File: src/logic/lwu_pkg.sv
// Functional notes
// - A pin edge that arrives while stop entry is under way, with that pin's interrupt enabled, aborts the entry.
// - Eight internal module wake inputs exist, each selectable on its own as a wake source.
// - After a module wake only the module pending bit is set; module wakes set no sticky status bit and never raise the unit interrupt.
// - A module pending bit left uncleared by the unit service routine is still taken afterwards.
// - Two glitch filters run on the low power oscillator and reject pulses shorter than three of its cycles.
// - Each filter control register has a pin select field that routes one of sixteen pins to the filter.
// - A pin with both its direct edge enable and a filter enabled wakes on the direct edge.
// - A pin enable field of zero blocks direct edge wakes of that pin but not entry aborts; a filter selecting the pin can still wake the part.
// - The reset pin wakes the part when the reset wake enable bit is set.
// - Module wake flags are never cleared by this unit, only by the peripheral.
// - A first generation controller with the programming port enabled enters it on a held low boot pin at a deep wake.
// - Each pin wakes on a rising, a falling or either edge as configured.
// - A pin takes part only while it is muxed to a digital input function.
package lwu_pkg;

    localparam int LWU_PINS = 16;
    localparam int LWU_MODS = 8;
    localparam int LWU_FILTERS = 2;
    localparam int LWU_FILT_CYCLES = 3;

    localparam logic [7:0] LWU_OFS_PIN_ENABLE = 8'h00;
    localparam logic [7:0] LWU_OFS_MOD_ENABLE = 8'h04;
    localparam logic [7:0] LWU_OFS_FILT_ONE = 8'h08;
    localparam logic [7:0] LWU_OFS_FILT_TWO = 8'h0C;
    localparam logic [7:0] LWU_OFS_RESET_WAKE = 8'h10;
    localparam logic [7:0] LWU_OFS_STATUS = 8'h14;
    localparam logic [7:0] LWU_OFS_CLEAR = 8'h18;
    localparam logic [7:0] LWU_OFS_IRQ_EN = 8'h1C;
    localparam logic [7:0] LWU_OFS_CTRL = 8'h20;

    localparam int LWU_FSEL_LSB = 0;
    localparam int LWU_FEDGE_LSB = 5;
    localparam int LWU_ST_FILT_LSB = 16;
    localparam int LWU_ST_RESET_BIT = 18;
    localparam int LWU_ST_MOD_LSB = 24;
    localparam int LWU_CTRL_GEN2_BIT = 0;
    localparam int LWU_CTRL_PPEN_BIT = 1;
    localparam int LWU_CTRL_PPMODE_BIT = 2;

    localparam logic [1:0] LWU_EDGE_OFF = 2'h0;
    localparam logic [1:0] LWU_EDGE_RISE = 2'h1;
    localparam logic [1:0] LWU_EDGE_FALL = 2'h2;
    localparam logic [1:0] LWU_EDGE_ANY = 2'h3;

    localparam logic [31:0] LWU_RST_WORD = 32'h0000_0000;

    typedef enum logic [1:0] {
        LWU_RUN,
        LWU_ENTERING,
        LWU_STOPPED
    } lwu_state_type;

    typedef struct packed {
        logic [1:0] edge_enable;
        logic [3:0] pin_select;
    } lwu_filter_cfg_type;

    typedef struct packed {
        logic [7:0] addr;
        logic [31:0] wdata;
        logic wr;
        logic rd;
    } lwu_bus_req_type;

endpackage : lwu_pkg

File: src/logic/lwu_glitch_filter.sv
`timescale 1ns/1ns
`default_nettype none
module lwu_glitch_filter
    import lwu_pkg::*;
#(
    parameter int CYCLES = LWU_FILT_CYCLES
) (
    // Clock and reset.
    input wire logic sys_clk_in,
    input wire logic arst_n_in,
    // Oscillator tick and raw level.
    input wire logic osc_tick_in,
    input wire logic raw_in,
    // Filtered level.
    output logic level_out
);

    logic [3:0] count_reg;

    // The first tick only aligns the count, so a pulse under CYCLES periods never passes.
    always_ff @(posedge sys_clk_in or negedge arst_n_in) begin
        if (!arst_n_in) begin
            count_reg <= 4'h0;
            level_out <= 1'b0;
        end else if (raw_in == level_out) begin
            count_reg <= 4'h0;
        end else if (osc_tick_in) begin
            if (count_reg == 4'(CYCLES)) begin
                level_out <= raw_in;
                count_reg <= 4'h0;
            end else begin
                count_reg <= count_reg + 4'h1;
            end
        end
    end

endmodule : lwu_glitch_filter
`default_nettype wire

File: src/logic/lwu_wake_unit.sv
`timescale 1ns/1ns
`default_nettype none
module lwu_wake_unit
    import lwu_pkg::*;
#(
    parameter int PINS = LWU_PINS,
    parameter int MODS = LWU_MODS
) (
    // Clock and reset.
    input wire logic sys_clk_in,
    input wire logic arst_n_in,
    // Register port.
    input wire logic [7:0] reg_addr_in,
    input wire logic [31:0] reg_wdata_in,
    input wire logic reg_wr_in,
    input wire logic reg_rd_in,
    output logic [31:0] reg_rdata_out,
    // Wake sources.
    input wire logic [PINS-1:0] wake_pin_input_in,
    input wire logic [PINS-1:0] pin_digital_in,
    input wire logic [PINS-1:0] pin_irq_enable_in,
    input wire logic [MODS-1:0] module_wake_flags_in,
    input wire logic reset_pin_n_in,
    input wire logic osc_tick_in,
    // Mode controller.
    input wire logic stop_entry_in,
    input wire logic stop_enter_done_in,
    input wire logic very_low_leakage_in,
    input wire logic chip_reset_in,
    input wire logic boot_pin_n_in,
    // Results.
    output logic wake_out,
    output logic entry_abort_out,
    output logic irq_out,
    output logic [MODS-1:0] module_pending_out,
    output logic prog_port_mode_out
);

    // Bus request, state and filter setup.
    lwu_bus_req_type bus;
    lwu_state_type state_reg;
    lwu_state_type state_next;
    lwu_filter_cfg_type filt_cfg_reg [LWU_FILTERS];

    // Software visible registers.
    logic [2*PINS-1:0] pin_enable_reg;
    logic [MODS-1:0] mod_enable_reg;
    logic reset_wake_reg;
    logic [31:0] status_reg;
    logic [31:0] irq_en_reg;
    logic gen2_reg;
    logic prog_en_reg;

    // Edge history and event terms.
    logic [PINS-1:0] pin_last_reg;
    logic [PINS-1:0] pin_edge;
    logic [PINS-1:0] pin_raw_edge;
    logic [LWU_FILTERS-1:0] filt_level;
    logic [LWU_FILTERS-1:0] filt_last_reg;
    logic [LWU_FILTERS-1:0] filt_event;
    logic reset_last_reg;
    logic reset_event;
    logic boot_last_reg;
    logic boot_fell_reg;
    logic [MODS-1:0] mod_event;
    logic [31:0] status_set;
    logic [31:0] status_clr;
    logic any_wake;
    logic abort_cond;

    assign bus = '{addr: reg_addr_in, wdata: reg_wdata_in, wr: reg_wr_in, rd: reg_rd_in};

    // Per pin edge detection on the digitally muxed pins.
    genvar gp;
    generate
        for (gp = 0; gp < PINS; gp++) begin : g_pin
            logic [1:0] mode;
            logic rise;
            logic fall;
            assign mode = pin_enable_reg[2*gp +: 2];
            assign rise = pin_digital_in[gp] & wake_pin_input_in[gp] & ~pin_last_reg[gp];
            assign fall = pin_digital_in[gp] & ~wake_pin_input_in[gp] & pin_last_reg[gp];
            assign pin_raw_edge[gp] = rise | fall;
            always_comb begin
                case (mode)
                    LWU_EDGE_RISE: pin_edge[gp] = rise;
                    LWU_EDGE_FALL: pin_edge[gp] = fall;
                    LWU_EDGE_ANY: pin_edge[gp] = rise | fall;
                    default: pin_edge[gp] = 1'b0;
                endcase
            end
        end
    endgenerate

    always_ff @(posedge sys_clk_in or negedge arst_n_in) begin
        if (!arst_n_in) begin
            pin_last_reg <= '0;
        end else begin
            pin_last_reg <= wake_pin_input_in;
        end
    end

    // The two filters, each fed by its selected pin.
    genvar gf;
    generate
        for (gf = 0; gf < LWU_FILTERS; gf++) begin : g_filt
            logic [1:0] fmode;
            logic frise;
            logic ffall;
            logic fraw;
            assign fraw = wake_pin_input_in[filt_cfg_reg[gf].pin_select] &
                pin_digital_in[filt_cfg_reg[gf].pin_select];
            lwu_glitch_filter #(
                .CYCLES(LWU_FILT_CYCLES)
            ) u_filter (
                .sys_clk_in(sys_clk_in),
                .arst_n_in(arst_n_in),
                .osc_tick_in(osc_tick_in),
                .raw_in(fraw),
                .level_out(filt_level[gf])
            );
            assign fmode = filt_cfg_reg[gf].edge_enable;
            assign frise = filt_level[gf] & ~filt_last_reg[gf];
            assign ffall = ~filt_level[gf] & filt_last_reg[gf];
            always_comb begin
                case (fmode)
                    LWU_EDGE_RISE: filt_event[gf] = frise;
                    LWU_EDGE_FALL: filt_event[gf] = ffall;
                    LWU_EDGE_ANY: filt_event[gf] = frise | ffall;
                    default: filt_event[gf] = 1'b0;
                endcase
            end
        end
    endgenerate

    always_ff @(posedge sys_clk_in or negedge arst_n_in) begin
        if (!arst_n_in) begin
            filt_last_reg <= '0;
            reset_last_reg <= 1'b1;
            boot_last_reg <= 1'b1;
        end else begin
            filt_last_reg <= filt_level;
            reset_last_reg <= reset_pin_n_in;
            boot_last_reg <= boot_pin_n_in;
        end
    end

    // Reset pin wake and enabled module flags.
    assign reset_event = reset_wake_reg & reset_last_reg & ~reset_pin_n_in;
    assign mod_event = module_wake_flags_in & mod_enable_reg;

    // The direct path and the filter path are simply ORed, so an enabled direct edge always wins.
    assign any_wake = (|pin_edge) | (|filt_event) | reset_event | (|mod_event);
    assign abort_cond = |(pin_raw_edge & pin_irq_enable_in);

    // Sticky status: a new event beats a clear written in the same cycle.
    always_comb begin
        status_set = '0;
        status_set[PINS-1:0] = pin_edge;
        status_set[LWU_ST_FILT_LSB +: LWU_FILTERS] = filt_event;
        status_set[LWU_ST_RESET_BIT] = reset_event;
        status_clr = '0;
        if (bus.wr && bus.addr == LWU_OFS_CLEAR) begin
            status_clr = bus.wdata;
        end
    end

    always_ff @(posedge sys_clk_in or negedge arst_n_in) begin
        if (!arst_n_in) begin
            status_reg <= LWU_RST_WORD;
        end else begin
            status_reg <= (status_reg & ~status_clr) | status_set;
        end
    end

    // Configuration registers.
    always_ff @(posedge sys_clk_in or negedge arst_n_in) begin
        if (!arst_n_in) begin
            pin_enable_reg <= '0;
            mod_enable_reg <= '0;
            reset_wake_reg <= 1'b0;
            irq_en_reg <= LWU_RST_WORD;
            gen2_reg <= 1'b0;
            prog_en_reg <= 1'b0;
            for (int i = 0; i < LWU_FILTERS; i++) begin
                filt_cfg_reg[i] <= '0;
            end
        end else if (bus.wr) begin
            case (bus.addr)
                LWU_OFS_PIN_ENABLE: pin_enable_reg <= bus.wdata[2*PINS-1:0];
                LWU_OFS_MOD_ENABLE: mod_enable_reg <= bus.wdata[MODS-1:0];
                LWU_OFS_FILT_ONE: begin
                    filt_cfg_reg[0].pin_select <= bus.wdata[LWU_FSEL_LSB +: 4];
                    filt_cfg_reg[0].edge_enable <= bus.wdata[LWU_FEDGE_LSB +: 2];
                end
                LWU_OFS_FILT_TWO: begin
                    filt_cfg_reg[1].pin_select <= bus.wdata[LWU_FSEL_LSB +: 4];
                    filt_cfg_reg[1].edge_enable <= bus.wdata[LWU_FEDGE_LSB +: 2];
                end
                LWU_OFS_RESET_WAKE: reset_wake_reg <= bus.wdata[0];
                LWU_OFS_IRQ_EN: irq_en_reg <= bus.wdata;
                LWU_OFS_CTRL: begin
                    gen2_reg <= bus.wdata[LWU_CTRL_GEN2_BIT];
                    prog_en_reg <= bus.wdata[LWU_CTRL_PPEN_BIT];
                end
                default: begin
                end
            endcase
        end
    end

    // Read port: data stands in the cycle after the strobe only.
    always_ff @(posedge sys_clk_in or negedge arst_n_in) begin
        if (!arst_n_in) begin
            reg_rdata_out <= LWU_RST_WORD;
        end else if (bus.rd) begin
            case (bus.addr)
                LWU_OFS_PIN_ENABLE: reg_rdata_out <= 32'(pin_enable_reg);
                LWU_OFS_MOD_ENABLE: reg_rdata_out <= 32'(mod_enable_reg);
                LWU_OFS_FILT_ONE: begin
                    reg_rdata_out <= LWU_RST_WORD;
                    reg_rdata_out[LWU_FSEL_LSB +: 4] <= filt_cfg_reg[0].pin_select;
                    reg_rdata_out[LWU_FEDGE_LSB +: 2] <= filt_cfg_reg[0].edge_enable;
                end
                LWU_OFS_FILT_TWO: begin
                    reg_rdata_out <= LWU_RST_WORD;
                    reg_rdata_out[LWU_FSEL_LSB +: 4] <= filt_cfg_reg[1].pin_select;
                    reg_rdata_out[LWU_FEDGE_LSB +: 2] <= filt_cfg_reg[1].edge_enable;
                end
                LWU_OFS_RESET_WAKE: reg_rdata_out <= 32'(reset_wake_reg);
                LWU_OFS_STATUS: begin
                    reg_rdata_out <= status_reg;
                    reg_rdata_out[LWU_ST_MOD_LSB +: MODS] <= module_wake_flags_in;
                end
                LWU_OFS_IRQ_EN: reg_rdata_out <= irq_en_reg;
                LWU_OFS_CTRL: begin
                    reg_rdata_out <= LWU_RST_WORD;
                    reg_rdata_out[LWU_CTRL_GEN2_BIT] <= gen2_reg;
                    reg_rdata_out[LWU_CTRL_PPEN_BIT] <= prog_en_reg;
                    reg_rdata_out[LWU_CTRL_PPMODE_BIT] <= prog_port_mode_out;
                end
                default: reg_rdata_out <= LWU_RST_WORD;
            endcase
        end else begin
            reg_rdata_out <= LWU_RST_WORD;
        end
    end

    // Stop sequencing as seen by the unit.
    always_comb begin
        state_next = state_reg;
        case (state_reg)
            LWU_RUN: begin
                if (stop_entry_in) begin
                    state_next = LWU_ENTERING;
                end
            end
            LWU_ENTERING: begin
                if (abort_cond) begin
                    state_next = LWU_RUN;
                end else if (stop_enter_done_in) begin
                    state_next = LWU_STOPPED;
                end else if (!stop_entry_in) begin
                    state_next = LWU_RUN;
                end
            end
            LWU_STOPPED: begin
                if (any_wake) begin
                    state_next = LWU_RUN;
                end
            end
            default: state_next = LWU_RUN;
        endcase
    end

    // Stop sequencing state.
    always_ff @(posedge sys_clk_in or negedge arst_n_in) begin
        if (!arst_n_in) begin
            state_reg <= LWU_RUN;
        end else begin
            state_reg <= state_next;
        end
    end

    // One cycle wake and abort pulses towards the mode controller.
    always_ff @(posedge sys_clk_in or negedge arst_n_in) begin
        if (!arst_n_in) begin
            wake_out <= 1'b0;
            entry_abort_out <= 1'b0;
        end else begin
            wake_out <= (state_reg == LWU_STOPPED) && any_wake;
            entry_abort_out <= (state_reg == LWU_ENTERING) && abort_cond;
        end
    end

    // Unit interrupt: high while an enabled sticky bit is set.
    always_ff @(posedge sys_clk_in or negedge arst_n_in) begin
        if (!arst_n_in) begin
            irq_out <= 1'b0;
        end else begin
            irq_out <= |(status_reg & irq_en_reg);
        end
    end

    // Module pending bits: set by a module wake, held until the peripheral drops its flag.
    always_ff @(posedge sys_clk_in or negedge arst_n_in) begin
        if (!arst_n_in) begin
            module_pending_out <= '0;
        end else begin
            module_pending_out <= (module_pending_out | mod_event) & module_wake_flags_in;
        end
    end

    // Boot pin fall is remembered while the pin stays low.
    always_ff @(posedge sys_clk_in or negedge arst_n_in) begin
        if (!arst_n_in) begin
            boot_fell_reg <= 1'b0;
        end else if (boot_pin_n_in) begin
            boot_fell_reg <= 1'b0;
        end else if (boot_last_reg) begin
            boot_fell_reg <= 1'b1;
        end
    end

    // Programming port entry.
    always_ff @(posedge sys_clk_in or negedge arst_n_in) begin
        if (!arst_n_in) begin
            prog_port_mode_out <= 1'b0;
        end else if (gen2_reg) begin
            if (chip_reset_in) begin
                prog_port_mode_out <= prog_en_reg & ~boot_pin_n_in;
            end
        end else if (chip_reset_in) begin
            prog_port_mode_out <= 1'b0;
        end else if (state_reg == LWU_STOPPED && any_wake && very_low_leakage_in) begin
            prog_port_mode_out <= prog_en_reg & boot_fell_reg & ~boot_pin_n_in;
        end
    end

endmodule : lwu_wake_unit
`default_nettype wire

File: config.mk
export PLATFORM = sky130hd
export DESIGN_NAME = lwu_wake_unit
export DESIGN_NICKNAME = d
export VERILOG_FILES = /design/src/logic/lwu_pkg.sv /design/src/logic/lwu_glitch_filter.sv /design/src/logic/lwu_wake_unit.sv
export SDC_FILE = /design/constraint.sdc
export NUM_CORES = 1
export LEC_CHECK = 0
export BUFFER_PORTS_ARGS = -buffer_cell sky130_fd_sc_hd__buf_4
export CAP_MARGIN = 0
export CELL_PAD_IN_SITES_DETAIL_PLACEMENT = 0
export CELL_PAD_IN_SITES_GLOBAL_PLACEMENT = 1
export CORE_ASPECT_RATIO = 1.2
export CORE_MARGIN = 5
export CORE_UTILIZATION = 45
export DETAILED_ROUTE_END_ITERATION = 8
export PLACE_DENSITY = 0.87
export SLEW_MARGIN = 20
export SYNTH_ARGS = -nofsm -noshare
export SYNTH_HDL_FRONTEND = slang
export SYNTH_SLANG_ARGS = --single-unit
File: constraint.sdc
create_clock -name sys_clk_in -period 2.4 [get_ports sys_clk_in]
set_input_delay 0.12 -clock sys_clk_in [delete_from_list [all_inputs] [get_ports sys_clk_in]]
set_output_delay 0.12 -clock sys_clk_in [all_outputs]
set_load 0.05 [all_outputs]
==> flow_metrics.py <==
metrics = {
    "sta": {
        "finalCritPeriodShare": 0.9440,
        "max_clock_freq_mhz": 441.4,
        "slew_violations": 0,
        "fin_tns_setup_ns": 0,
        "setup_ws_ns": 0.1345,
        "worst_slew_pin_slew_ns": 0.7107,
        "slew_headroom": 0.5212,
        "rsz0062_at_grt": "no",
        "worst_clock_skew_ns": 0.008801,
        "setup_viol": 0,
        "timing_hold_violations_final": 0,
        "fin_crit_ns": 2.266,
    },
    "power_and_ir_drop": {
        "p_int_uw": 5517,
        "power_frac_comb": 0.129,
        "powerDensity_nw_per_um2": 645.3,
        "vdd_drop_max_uv": 534.5,
        "power_frac_clock": 0.378,
        "p_sw_uw": 1939,
        "p_leak_uw": 0.005458,
        "power.total_uw": 7455,
        "p_seq_frac": 0.492,
        "p_sw_frac": 0.2600,
    },
    "detailed_routing": {
        "vias_per_cell": 5.797,
        "drcViolationCount": 0,
        "routed_wirelength_um": 27390,
        "drtIter0Drc": 769,
        "vias": 7142,
        "dr.pass1.iters": 7,
        "ant_nets": 0,
        "detail_route.wl_per_cell_um": 22.23,
    },
    "logic_synthesis": {
        "synth.largest_area_cell": "dfrtp_1",
        "synth_area_leaders": "dfrtp_1 55%, mux2_1 9.1%, a22oi_1 3.9%",
        "ys_warn_count": 0,
        "synth-edff-count": 0,
        "async_flop_share": 1.000,
        "synth_fp_nets": 856,
        "synth_seq_cells": 196,
        "synth_cell_types": 54,
        "synth_cells": 743,
        "synth_top_flop_cell": "dfrtp_1",
        "synth_top_area_share": 0.5474,
        "avgSynthCellArea_sq_um": 11.94,
        "syn_area_sq_um": 8869,
        "seq_area_frac_synth": 0.5533,
    },
    "clocking": {
        "cts_made_buffers": 17,
        "clkLatencyLatePin_ns": 0.44,
        "cts_buffer_depth": 2,
        "cts_sinks": 196,
        "cts_tree": "yes",
        "cts_max_level": 4,
        "clk_pin_slew_ns": 0.07,
        "root_buffer": "clkbuf_16",
        "cts_setup_buffers": 0,
    },
    "worst_setup_path": {
        "cp_cell_sequence": "inv_1 > ha_1 > nor2b_1 > o21ai_1 > o2111ai_1 > or4_4 > o31ai_4 > mux2_1",
        "r2r-end": "prog_port_mode_out",
        "crit_path_max_incr_delay_ns": 0.57,
        "worst_ep_required_time_ns": 2.72,
        "endpoint": "prog_port_mode_out",
        "path_max_fanout": 3,
        "endpoint_kind": "flop",
        "cp-start-kind": "flop",
        "critPathArrivalTime_ns": 2.59,
        "crit_start": "g_filt[0].u_filter.level_out",
        "critPathKind": "flop to flop",
        "reg2reg_setup_slack_ns": 0.13,
        "reg2reg_depth": 8,
        "critical_path.slowest_cell": "or4_4",
        "r2r-start": "g_filt[0].u_filter.level_out",
    },
    "global_route": {
        "track_usage": 0.2463,
        "grt.overflow.total": 0,
        "grt_max_degree": 58,
        "grt_antenna_before_repair": 0,
        "grt_pass1_vias": 7363,
        "grt_first_pass_wirelength_um": 42700,
    },
    "place": {
        "gp_congestion": 0.8773,
        "io_buffers": 150,
        "hpwl_um": 19860,
        "post-place-ws_ns": 0.1015,
        "placed_area_sq_um": 10370,
    },
    "cells_and_area": {
        "fin_nets": 1072,
        "final_common_cell": "dfrtp_1",
        "drive_above_1_share": 0.2389,
        "diodes": 0,
        "final_area_sq_um": 11550,
        "layout_common_cells": "194 x dfrtp_1, 162 x buf_4, 86 x nand2_1, 72 x mux2_1, 61 x dlygate4sd3_1",
        "post-route-util": 0.5931,
        "area_growth_pct": 30.26,
    },
    "floorplan": {
        "die_area_sq_um": 22630,
        "die_w_um": 138.2,
        "coreArea_sq_um": 19480,
        "num_rows": 56,
        "boundaryPins": 151,
        "initial_core_util": 0.4553,
        "fp.dieH_um": 163.8,
    },
    "run": {
        "cap_viol_max_count": 0,
    },
    "outcome": {
        "status": "finished, final reports clean",
    },
    "min_path": {
        "min_path_type": "primary input to flop",
        "hold_depth": 2,
    },
}
-- how the worst min path moves through the flow --
stage | startpoint | endpoint | slack, ns
floorplan | arst_n_in | boot_fell_reg | -0.18
global placement | arst_n_in | reg_rdata_out[16] | 0.12
detailed placement | arst_n_in | g_filt[1].u_filter.count_reg[0] | 0.12
CTS | reg_wdata_in[1] | pin_enable_reg[1] | 0.006
global route | reg_wdata_in[1] | prog_en_reg | 0.009
finish | reg_wdata_in[1] | pin_enable_reg[1] | 0.01
-- stage by stage --
step                      std cells  hold slack (ns)
after global placement         1140           0.1228
final                          1232          0.01340
after detailed placement       1140           0.1224
after CTS                      1232         0.005679
after global routing           1232         0.009442
after floorplan                 743          -0.1756
-- critical path: cells and delay by family (launching register included) --
kind                       cells  cell delay (ns)
AOI/OAI and AO/OA              3             0.46
DFF                            1             0.37
buffers and inverters          1             0.10
muxes                          1             0.34
adders and majority gates      1             0.19
and+or+nand+nor                2             0.70
-- synth_stat cells, drive strengths merged, types with 7 or more instances --
master / instances
mux2: 89
buf: 18
a21o: 13
nand2: 87
inv: 7
o21ai: 25
a21boi: 13
nand2b: 15
dfrtp: 194
mux4: 9
nand4b: 14
nor2b: 7
mux2i: 10
a21oi: 29
nand3: 26
a22oi: 46
o21a: 8
nand4: 12
a221oi: 7
clkbuf: 13
xor2: 18
nor2: 22
-- power by group through the flow --
stage | Sequential [uW] | Combinational [uW] | Clock [uW]
final | 3670 | 964 | 2820
after detailed placement | 3730 | 883 | 0
after floorplan | 3730 | 412 | 0
after global placement | 3720 | 868 | 0
after CTS | 3670 | 968 | 2840
after global routing | 3690 | 1060 | 2970
-- area by class of cell --
class / count / area [sq um]
fill: 1629 / 7926
clock inverter: 12 / 131.4
sequential: 196 / 4907
inverter: 7 / 26.28
timing repair buffer: 228 / 1921
clock buffer: 19 / 442.9
tap: 261 / 326.6
multi-input combinational: 509 / 3797
-- kinds of logic (layout without fill, tap and decap cells) --
kind of cell               Yosys count  in the layout  synth area share
AOI/OAI and AO/OA                  160            160            0.1253
xor gates and xnor gates            20             20           0.02060
muxes                              108            108            0.1471
DFF                                196            196            0.5533
adders and majority gates            6              6          0.008465
buffers and inverters               38            266           0.01848
and+or+nand+nor                    215            215            0.1267
-- timing repair --
action | in CTS | in global routing
hold buffers | 61 | 0
setup endpoints to repair | 0 | 1
resized for setup | 0 | 1
endpoints found under the hold margin | 179 | 0
-- routing by layer --
layer  global-route usage  vias to the layer above  share of wire
met5                    0                        -              0
met4               0.1087                        0          0.042
met3              0.04310                       64          0.059
met2               0.4181                      289           0.50
met1               0.3119                     3623           0.40
li1                     -                     3166              -
(Power assumes the default switching activity.)
